File: src/verilog/acc_pkg.sv
// Shared constants and types for the converter control block
`default_nettype none
package acc_pkg;

  //////////////////////////////////////////////////////////////////////
  // Register indices; byte address is four times the index
  localparam logic [7:0] IDX_CONTROL  = 8'h1F;
  localparam logic [7:0] IDX_PORT_CFG = 8'h9F;
  localparam logic [7:0] IDX_RES_HIGH = 8'h20;
  localparam logic [7:0] IDX_RES_LOW  = 8'h21;
  localparam logic [7:0] IDX_STATUS   = 8'h22;
  localparam int         ADDR_W       = 12;

  //////////////////////////////////////////////////////////////////////
  // Field positions
  localparam int CTRL_CS_LSB   = 6;
  localparam int CTRL_CH_LSB   = 3;
  localparam int CTRL_GO_BIT   = 2;
  localparam int CTRL_ON_BIT   = 0;
  localparam int PCFG_JUST_BIT = 7;
  localparam int STAT_DONE_BIT = 0;

  // Reset values
  localparam logic [7:0] CONTROL_RST  = 8'h00;
  localparam logic [7:0] PORT_CFG_RST = 8'h00;

  //////////////////////////////////////////////////////////////////////
  // Result width and conversion clock divider terminal counts
  localparam int         RES_BITS   = 10;
  localparam int         JUST_PAD   = 6;
  localparam logic [4:0] DIV2_LAST  = 5'h01;
  localparam logic [4:0] DIV8_LAST  = 5'h07;
  localparam logic [4:0] DIV32_LAST = 5'h1F;

  // Conversion clock select codes
  typedef enum logic [1:0] {
    CS_DIV2  = 2'b00,
    CS_DIV8  = 2'b01,
    CS_DIV32 = 2'b10,
    CS_RC    = 2'b11
  } acc_clksel_t;

  // Control register layout, bit 7 down to bit 0
  typedef struct packed {
    acc_clksel_t clk_sel;
    logic [2:0]  chan;
    logic        go;
    logic        unused;
    logic        power_on;
  } acc_ctrl_t;

  // Successive approximation engine states
  typedef enum logic [1:0] {
    ST_IDLE = 2'b00,
    ST_HOLD = 2'b01,
    ST_CONV = 2'b10
  } acc_state_t;

endpackage
`default_nettype wire

File: src/verilog/acc_sar_engine.sv
// Successive approximation sequencer, one result bit per conversion period
`timescale 1ns/100ps
`default_nettype none
module acc_sar_engine #(
  parameter int BITS = acc_pkg::RES_BITS
) (
  input  wire logic            clk,
  input  wire logic            rst_n,
  input  wire logic            start,
  input  wire logic            abort,
  input  wire logic            tad_tick,
  input  wire logic            comp_hi,
  output logic                 busy,
  output logic                 done,
  output logic                 hold,
  output logic [BITS-1:0]      trial,
  output logic [BITS-1:0]      result
);

  localparam int IW = $clog2(BITS);

  acc_pkg::acc_state_t state;
  logic [IW-1:0]       bit_idx;

  //////////////////////////////////////////////////////////////////////
  // Sequencer: hold one period, then decide MSB first
  always_ff @(posedge clk) begin
    if (!rst_n) begin
      state   <= acc_pkg::ST_IDLE;
      bit_idx <= '0;
      trial   <= '0;
      done    <= 1'b0;
    end else begin
      done <= 1'b0;
      if (abort) begin
        state <= acc_pkg::ST_IDLE;      // Result left untouched
      end else begin
        case (state)
          acc_pkg::ST_IDLE: begin
            if (start) begin
              state <= acc_pkg::ST_HOLD;
              trial <= '0;
            end
          end
          acc_pkg::ST_HOLD: begin
            if (tad_tick) begin
              state            <= acc_pkg::ST_CONV;
              bit_idx          <= IW'(BITS - 1);
              trial[BITS-1]    <= 1'b1;
            end
          end
          acc_pkg::ST_CONV: begin
            if (tad_tick) begin
              trial[bit_idx] <= comp_hi;
              if (bit_idx == '0) begin
                state <= acc_pkg::ST_IDLE;
                done  <= 1'b1;
              end else begin
                bit_idx            <= bit_idx - 1'b1;
                trial[bit_idx - 1'b1] <= 1'b1;
              end
            end
          end
          default: state <= acc_pkg::ST_IDLE;
        endcase
      end
    end
  end

  // Final word captured with the last decision
  always_ff @(posedge clk) begin
    if (!rst_n) begin
      result <= '0;
    end else if (!abort && state == acc_pkg::ST_CONV && tad_tick && bit_idx == '0) begin
      result <= {trial[BITS-1:1], comp_hi};
    end
  end

  assign busy = (state != acc_pkg::ST_IDLE);
  assign hold = busy;
endmodule
`default_nettype wire

File: src/verilog/acc_conv_ctrl.sv
// APB control and sequencing for the successive approximation converter
`timescale 1ns/100ps
`default_nettype none

//////////////////////////////////////////////////////////////////////////
// Overview of operation
// - Five analogue inputs on small variants, eight on large ones.
// - Every conversion yields a 10-bit result.
// - Successive approximation on the held sample, one bit per step.
// - Reference sources chosen by software from rails and two pins.
// - Conversion runs during sleep only on the internal RC clock.
// - Clock select bits 7-6: osc/2, osc/8, osc/32, internal RC.
// - Channel select bits 5-3 pick channel 0..7; 5-7 absent on small parts.
// - With power on, writing go bit 2 starts; reads one while busy.
// - Hardware clears go when the conversion finishes.
// - Power bit 0 runs the converter; clear means shut down.
// - Control bit 1 is unimplemented and reads zero.
// - On completion load result pair, clear go, set done flag.
// - Justify select gives right or left aligned result, padding reads zero.
module acc_conv_ctrl #(
  parameter int NUM_CHAN = 8
) (
  input  wire logic                       CORE_CLK,
  input  wire logic                       RESET_N,
  input  wire logic                       PSEL,
  input  wire logic                       PENABLE,
  input  wire logic                       PWRITE,
  input  wire logic [acc_pkg::ADDR_W-1:0] PADDR,
  input  wire logic [31:0]                PWDATA,
  output logic [31:0]                     PRDATA,
  output logic                            PREADY,
  output logic                            PSLVERR,
  input  wire logic                       SLEEP,
  input  wire logic                       RC_OSC,
  input  wire logic                       COMP_IN,
  output logic                            ANALOG_POWER,
  output logic                            SAMPLE_HOLD,
  output logic [acc_pkg::RES_BITS-1:0]    DAC_CODE,
  output logic [NUM_CHAN-1:0]             CHANNEL_SEL,
  output logic [3:0]                      REF_CONFIG
);

  acc_pkg::acc_ctrl_t          ctrl;
  logic [7:0]                  port_cfg;
  logic [acc_pkg::RES_BITS-1:0] res;
  logic                        done_flag;
  logic                        rc_s1;
  logic                        rc_s2;
  logic                        rc_s3;
  logic                        rc_edge;
  logic [4:0]                  div_cnt;
  logic [4:0]                  div_last;
  logic                        div_tick;
  logic                        tad_tick;
  logic                        busy;
  logic                        conv_done;
  logic [acc_pkg::RES_BITS-1:0] sar_result;
  logic                        wr_en;
  logic                        setup;
  logic [7:0]                  idx;
  logic                        aligned;
  logic                        hit_ctrl;
  logic                        hit_pcfg;
  logic                        hit_resh;
  logic                        hit_resl;
  logic                        hit_stat;
  logic                        mapped;
  logic [7:0]                  rd_byte;
  logic [7:0]                  res_high;
  logic [7:0]                  res_low;
  logic                        start;
  logic                        abort;
  acc_pkg::acc_ctrl_t          wctrl;

  //////////////////////////////////////////////////////////////////////
  // Address decode; only word aligned indices answer
  assign idx      = PADDR[9:2];
  assign aligned  = (PADDR[1:0] == 2'h0) && (PADDR[acc_pkg::ADDR_W-1:10] == '0);
  assign hit_ctrl = aligned && idx == acc_pkg::IDX_CONTROL;
  assign hit_pcfg = aligned && idx == acc_pkg::IDX_PORT_CFG;
  assign hit_resh = aligned && idx == acc_pkg::IDX_RES_HIGH;
  assign hit_resl = aligned && idx == acc_pkg::IDX_RES_LOW;
  assign hit_stat = aligned && idx == acc_pkg::IDX_STATUS;
  assign mapped   = hit_ctrl | hit_pcfg | hit_resh | hit_resl | hit_stat;
  assign setup    = PSEL && !PENABLE;
  assign wr_en    = PSEL && PENABLE && PWRITE && mapped;
  assign wctrl    = acc_pkg::acc_ctrl_t'(PWDATA[7:0]);

  // Zero wait state: every access completes in its first access cycle
  assign PREADY = PSEL && PENABLE;

  //////////////////////////////////////////////////////////////////////
  // RC input synchroniser; first stage feeds only the second stage
  // The comparator is not synchronised: its answer follows our own DAC_CODE
  // register against a frozen sample, and two extra stages would miss osc/2
  always_ff @(posedge CORE_CLK) begin
    if (!RESET_N) begin
      rc_s1   <= 1'b0;
      rc_s2   <= 1'b0;
      rc_s3   <= 1'b0;
    end else begin
      rc_s1   <= RC_OSC;
      rc_s2   <= rc_s1;
      rc_s3   <= rc_s2;
    end
  end

  // RC oscillator must run well below half the core rate to be seen
  assign rc_edge = rc_s2 && !rc_s3;

  //////////////////////////////////////////////////////////////////////
  // Conversion clock divider from the core oscillator
  always_comb begin
    case (ctrl.clk_sel)
      acc_pkg::CS_DIV2:  div_last = acc_pkg::DIV2_LAST;
      acc_pkg::CS_DIV8:  div_last = acc_pkg::DIV8_LAST;
      acc_pkg::CS_DIV32: div_last = acc_pkg::DIV32_LAST;
      default:           div_last = acc_pkg::DIV32_LAST;
    endcase
  end

  // Divider held at zero while idle so each conversion starts in phase;
  // frozen, not cleared, in sleep so no bit period is lost on wake
  always_ff @(posedge CORE_CLK) begin
    if (!RESET_N) begin
      div_cnt <= '0;
    end else if (!busy) begin
      div_cnt <= '0;
    end else if (!SLEEP) begin
      div_cnt <= (div_cnt >= div_last) ? 5'h00 : div_cnt + 5'h01;
    end
  end

  assign div_tick = busy && !SLEEP && (div_cnt >= div_last);

  // Core oscillator stops in sleep, so only the RC path keeps ticking
  assign tad_tick = ctrl.power_on &&
                    ((ctrl.clk_sel == acc_pkg::CS_RC) ? rc_edge : div_tick);

  //////////////////////////////////////////////////////////////////////
  // Start and abort
  assign start = wr_en && hit_ctrl && wctrl.go && wctrl.power_on && ctrl.power_on && !busy;
  assign abort = busy && !ctrl.power_on;

  acc_sar_engine #(
    .BITS     (acc_pkg::RES_BITS)
  ) u_sar (
    .clk      (CORE_CLK),
    .rst_n    (RESET_N),
    .start    (start),
    .abort    (abort),
    .tad_tick (tad_tick),
    .comp_hi  (COMP_IN),
    .busy     (busy),
    .done     (conv_done),
    .hold     (SAMPLE_HOLD),
    .trial    (DAC_CODE),
    .result   (sar_result)
  );

  //////////////////////////////////////////////////////////////////////
  // Control register; go is not stored, it mirrors the engine
  always_ff @(posedge CORE_CLK) begin
    if (!RESET_N) begin
      ctrl <= acc_pkg::acc_ctrl_t'(acc_pkg::CONTROL_RST);
    end else if (wr_en && hit_ctrl) begin
      ctrl.clk_sel  <= wctrl.clk_sel;
      ctrl.chan     <= wctrl.chan;
      ctrl.power_on <= wctrl.power_on;
    end
  end

  // Port configuration: justify select and reference selection
  always_ff @(posedge CORE_CLK) begin
    if (!RESET_N) begin
      port_cfg <= acc_pkg::PORT_CFG_RST;
    end else if (wr_en && hit_pcfg) begin
      port_cfg <= {PWDATA[acc_pkg::PCFG_JUST_BIT], 3'h0, PWDATA[3:0]};
    end
  end

  assign REF_CONFIG   = port_cfg[3:0];
  assign ANALOG_POWER = ctrl.power_on;

  //////////////////////////////////////////////////////////////////////
  // Result pair, loaded only by a finished conversion
  always_ff @(posedge CORE_CLK) begin
    if (!RESET_N) begin
      res <= '0;
    end else if (conv_done) begin
      res <= sar_result;
    end
  end

  // Done flag: software writes zero to clear; a new completion wins
  always_ff @(posedge CORE_CLK) begin
    if (!RESET_N) begin
      done_flag <= 1'b0;
    end else if (conv_done) begin
      done_flag <= 1'b1;
    end else if (wr_en && hit_stat && !PWDATA[acc_pkg::STAT_DONE_BIT]) begin
      done_flag <= 1'b0;
    end
  end

  //////////////////////////////////////////////////////////////////////
  // Channel select, one enable per implemented input
  genvar gi;
  generate
    for (gi = 0; gi < NUM_CHAN; gi++) begin : g_chan
      always_ff @(posedge CORE_CLK) begin
        if (!RESET_N) begin
          CHANNEL_SEL[gi] <= 1'b0;
        end else begin
          CHANNEL_SEL[gi] <= ctrl.power_on && (ctrl.chan == 3'(gi));
        end
      end
    end
  endgenerate

  //////////////////////////////////////////////////////////////////////
  // Read path; justify choice pads the unused bits with zero
  always_comb begin
    if (port_cfg[acc_pkg::PCFG_JUST_BIT]) begin
      res_high = {{acc_pkg::JUST_PAD{1'b0}}, res[9:8]};
      res_low  = res[7:0];
    end else begin
      res_high = res[9:2];
      res_low  = {res[1:0], {acc_pkg::JUST_PAD{1'b0}}};
    end
  end

  always_comb begin
    rd_byte = 8'h00;
    if (hit_ctrl) begin
      rd_byte = {ctrl.clk_sel, ctrl.chan, busy, 1'b0, ctrl.power_on};
    end else if (hit_pcfg) begin
      rd_byte = port_cfg;
    end else if (hit_resh) begin
      rd_byte = res_high;
    end else if (hit_resl) begin
      rd_byte = res_low;
    end else if (hit_stat) begin
      rd_byte = {7'h00, done_flag};
    end
  end

  // Read data and error are captured in the setup cycle
  always_ff @(posedge CORE_CLK) begin
    if (!RESET_N) begin
      PRDATA  <= 32'h00000000;
      PSLVERR <= 1'b0;
    end else if (setup) begin
      PRDATA  <= PWRITE ? 32'h00000000 : {24'h000000, rd_byte};
      PSLVERR <= !mapped;
    end
  end
endmodule
`default_nettype wire

File: config.mk
export PLATFORM = sky130hd
export DESIGN_NAME = acc_conv_ctrl
export DESIGN_NICKNAME = d
export VERILOG_FILES = /design/src/verilog/acc_pkg.sv /design/src/verilog/acc_sar_engine.sv /design/src/verilog/acc_conv_ctrl.sv
export SDC_FILE = /design/constraint.sdc
export NUM_CORES = 1
export LEC_CHECK = 0
export ABC_AREA = 1
export BUFFER_PORTS_ARGS = -buffer_cell sky130_fd_sc_hd__clkbuf_2
export CORE_ASPECT_RATIO = 1.75
export CORE_MARGIN = 1
export CORE_UTILIZATION = 39
export CTS_BUF_LIST = sky130_fd_sc_hd__clkbuf_2 sky130_fd_sc_hd__clkbuf_4 sky130_fd_sc_hd__clkbuf_8
export CTS_CLUSTER_DIAMETER = 200
export DETAILED_ROUTE_END_ITERATION = 8
export PLACE_DENSITY_LB_ADDON = 0.25
export SLEW_MARGIN = 10
export SYNTH_ARGS = -nofsm -noshare
export SYNTH_HDL_FRONTEND = slang
export SYNTH_SLANG_ARGS = --single-unit
export TNS_END_PERCENT = 100
File: constraint.sdc
create_clock -name CORE_CLK -period 2.4 [get_ports CORE_CLK]
set_input_delay 0.12 -clock CORE_CLK [delete_from_list [all_inputs] [get_ports CORE_CLK]]
set_output_delay 0.12 -clock CORE_CLK [all_outputs]
set_load 0.01 [all_outputs]
==> impl_results.md <==
- Hold path startpoint: SLEEP
- Initial Util: 40.4%
- Initial antenna violation count: 0
- Final setup fails: 0
- Drt first pass iters: 5
- Number of flops mapped to enable cells by yosys: 0
- Flops & latches, synth: 74
- CTS clk-pin slew, worst paths: 80 ps
- DRC: 0
- Area Overhead vs Synth: 14.8%
- R2R depth: 13
- Vias in the first global route: 3404
- GR Overflow Total: 0
- Power, Total: 0.00388 W
- Vias/cell: 4.89
- First-pass GRT wire length: approximately 16000 um
- Unique masters post-synth: 38
- CTS Hold Bufs: 1
- Largest net degree at the start of global routing: 47
- Status: complete, no violations
- I/O pin cnt: 110
- Worst flop-to-flop path endpoint: u_sar.result[7]
- Post-DP HPWL: 7540 um
- Flop2flop setup slack: 310 ps
- Crit-path most repeated cell: nand2_1
- Die X: a little under 80 um
- Relative slew slack: 55.1%
- Critical Path Sink Type: register
- Vias: 3738
- Post-CTS Resized: 0
- FP Rows: 48
- Cell depth of the worst hold path: 3
- CTS Sinks: 74
- Routed wire per std cell: about 13 um
- Synth top area cells: dfxtp_1, nand2_1, inv_1
- Post-Syn Area: 4020 um2
- Hold-critical path endpoint: div_cnt[1]
- Post-synth ARST share: 0%
- CP required: 2690 ps
- Worst r2r src: ctrl[7]
- Nets: 700
- CTS tree: yes
- Antenna Violating Nets Remaining: 0
- Worst Skew: 7.30 ps
- Die area: between 10000 and 15000 um2
- Ys flop type: dfxtp_1
- GP Congestion: 0.904
- Layout cells sized above 1: around 16%
- GR Util All Layers: 18.7%
- Largest area contributor in the netlist: dfxtp_1
- Seq/Total Area, Yosys: 36.8%
- Hold WS: 51.6 ps
- YS warnings: 0
- Maxcap violations: 0
- VDD IR-drop max: 409 uV
- Final wirelength: 9710 um
- Die extent in y: 136 um
- Worst path cell trace: nor2_1, ha_1, a21o_1, nand3_1, nand3_1, nand2_1, nand2_1, nand2_1, inv_1, nand2_1, buf_4, o21ai_0, a21oi_1
- Worst-Skew Late Latency: approximately 350 ps
- Critical path launch point type: register
- Post-synth top area share: a little under two fifths
- Hold WC Path Type: primary input to register
- Fin crit share: 87.2%
- Lkg Pwr: 2.05 nW
- Mean post-synth cell area: between 7 and 8 um2
- Htree depth: 3
- Fmax: 0.478 GHz
- Final hold viol count: 0
- Max clock buf depth: 2
- Most frequent cell after synthesis: nand2_1
- Antenna diode count: 0
- Power density over the cells: 840 nW/um2
- PortBufs: 61
- CP arrival: 2380 ps
- Post-CTS setup buffers: 0
- Max incr delay on CP: 330 ps
- Actual slew at the worst max-slew pin: 665 ps
- CP max-delay cell: dfxtp_1
- CP startpoint: ctrl[7]
- Gate Count Post-Synth: 574
- Worst Setup Path Type: register to register
- Minimum clock period: 2090 ps
- Detailed router's first-iteration violation count: 133
- Total CTS buffers: 9
- Worst-path maximum fanout: 21
- Commonest cells in the netlist: nand2_1, inv_1, dfxtp_1
- RSZ-0062 raised after global routing: no
- Setup_tns: 0 ps
- Slew Viols, Final: 0
- Root Driver: clkbuf_8
- Core Region: 9970 um2
-- layout by cell type, fill, tap and decap left out, types with 2 or more instances in the layout --
| cell type | Yosys | final |
|---|---|---|
| clkinv_1 | 3 | 3 |
| inv_1 | 82 | 82 |
| a21oi_1 | 53 | 53 |
| nand3_4 | 2 | 2 |
| clkbuf_2 | 0 | 61 |
| o21ai_0 | 56 | 56 |
| clkbuf_8 | 0 | 9 |
| o211ai_1 | 5 | 5 |
| inv_6 | 0 | 2 |
| o31ai_1 | 3 | 3 |
| nand3_1 | 29 | 29 |
| ha_1 | 13 | 13 |
| nor2_4 | 2 | 2 |
| nor2_2 | 3 | 3 |
| nor3_1 | 3 | 3 |
| conb_1 | 1 | 24 |
| nand2_1 | 107 | 107 |
| o31a_1 | 2 | 2 |
| bufinv_16 | 0 | 3 |
| or2_2 | 2 | 2 |
| nor2_1 | 50 | 50 |
| nand3b_1 | 2 | 2 |
| o221ai_1 | 3 | 3 |
| xor2_1 | 4 | 4 |
| dfxtp_1 | 74 | 74 |
| buf_4 | 28 | 9 |
| nand4_1 | 16 | 16 |
| o21ai_1 | 3 | 3 |
-- where the power goes --
part           switching (W)  internal [W]  leakage (nW)
combinational       0.000835      0.000438          1.34
clock               0.000496      0.000699         0.120
sequential         0.0000841       0.00133         0.598
total                0.00141       0.00247          2.05
-- layer usage --
| metal | global-route usage (%) | up-vias | wire length, um |
|---|---|---|---|
| met4 | 8.33 | 0 | 189 |
| met5 | 0 | - | 0 |
| met3 | 2.55 | 12 | 348 |
| met2 | 36.8 | 98 | 5530 |
| li1 | - | 1946 | - |
| met1 | 18.9 | 1682 | 3630 |
-- stage by stage --
| stage | std cells | worst slack (ps) | util [%] | cell area (um2) |
|---|---|---|---|---|
| after floorplan | 597 | 580 | - | 4110 |
| after global placement | 748 | 350 | 43.8 | 4360 |
| after detailed placement | 748 | 318 | 43.8 | 4360 |
| after CTS | 765 | 289 | 46.3 | 4620 |
| after global routing | 765 | 82.5 | 46.3 | 4620 |
| final | 765 | 307 | 46.3 | 4620 |
-- cell families after synthesis --
| group | after synthesis | synth area share [%] |
|---|---|---|
| simple gates | 219 | 24.6 |
| flops | 74 | 36.8 |
| other cells | 1 | 0.0932 |
| xor+xnor | 4 | 0.871 |
| buf+inv | 130 | 14.9 |
| compound gates | 133 | 18.6 |
| fa+ha+maj | 13 | 4.04 |
-- flip-flops by register name (all words and copies together), names as in the netlist --
signal,flops
res,10
u_sar.result,10
u_sar.trial,10
CHANNEL_SEL,8
PRDATA,8
ctrl,5
div_cnt,5
port_cfg,5
u_sar.bit_idx,4
u_sar.state,2
ANALOG_POWER,1
PSLVERR,1
done_flag,1
rc_s1,1
rc_s2,1
rc_s3,1
u_sar.done,1
-- cell type report --
| type | count | area, um2 |
|---|---|---|
| Clock buffer | 9 | 124 |
| Timing Repair Buffer | 71 | 383 |
| Tap cell | 125 | 156 |
| Sequential cell | 74 | 1480 |
| Fill cell | 1069 | 5350 |
| Clock inverter | 7 | 124 |
| Multi-Input combinational cell | 393 | 2030 |
| Inverter | 86 | 323 |
-- worst max-delay path: cells and delay by family, from the launching register on --
family          cells  cell delay, ps
simple gates        7             660
compound gates      3             490
flops               1             330
buf+inv             2             290
fa+ha+maj           1             270
-- worst max path at each step --
stage | slack (ps) | to | cells after the start
after floorplan | 580 | u_sar.result[1] | 13
after global placement | 350 | u_sar.result[7] | 13
after detailed placement | 320 | u_sar.result[7] | 13
after CTS | 290 | u_sar.result[7] | 13
after global routing | 80 | u_sar.result[7] | 13
final | 310 | u_sar.result[7] | 13
(Power assumes the default switching activity.)
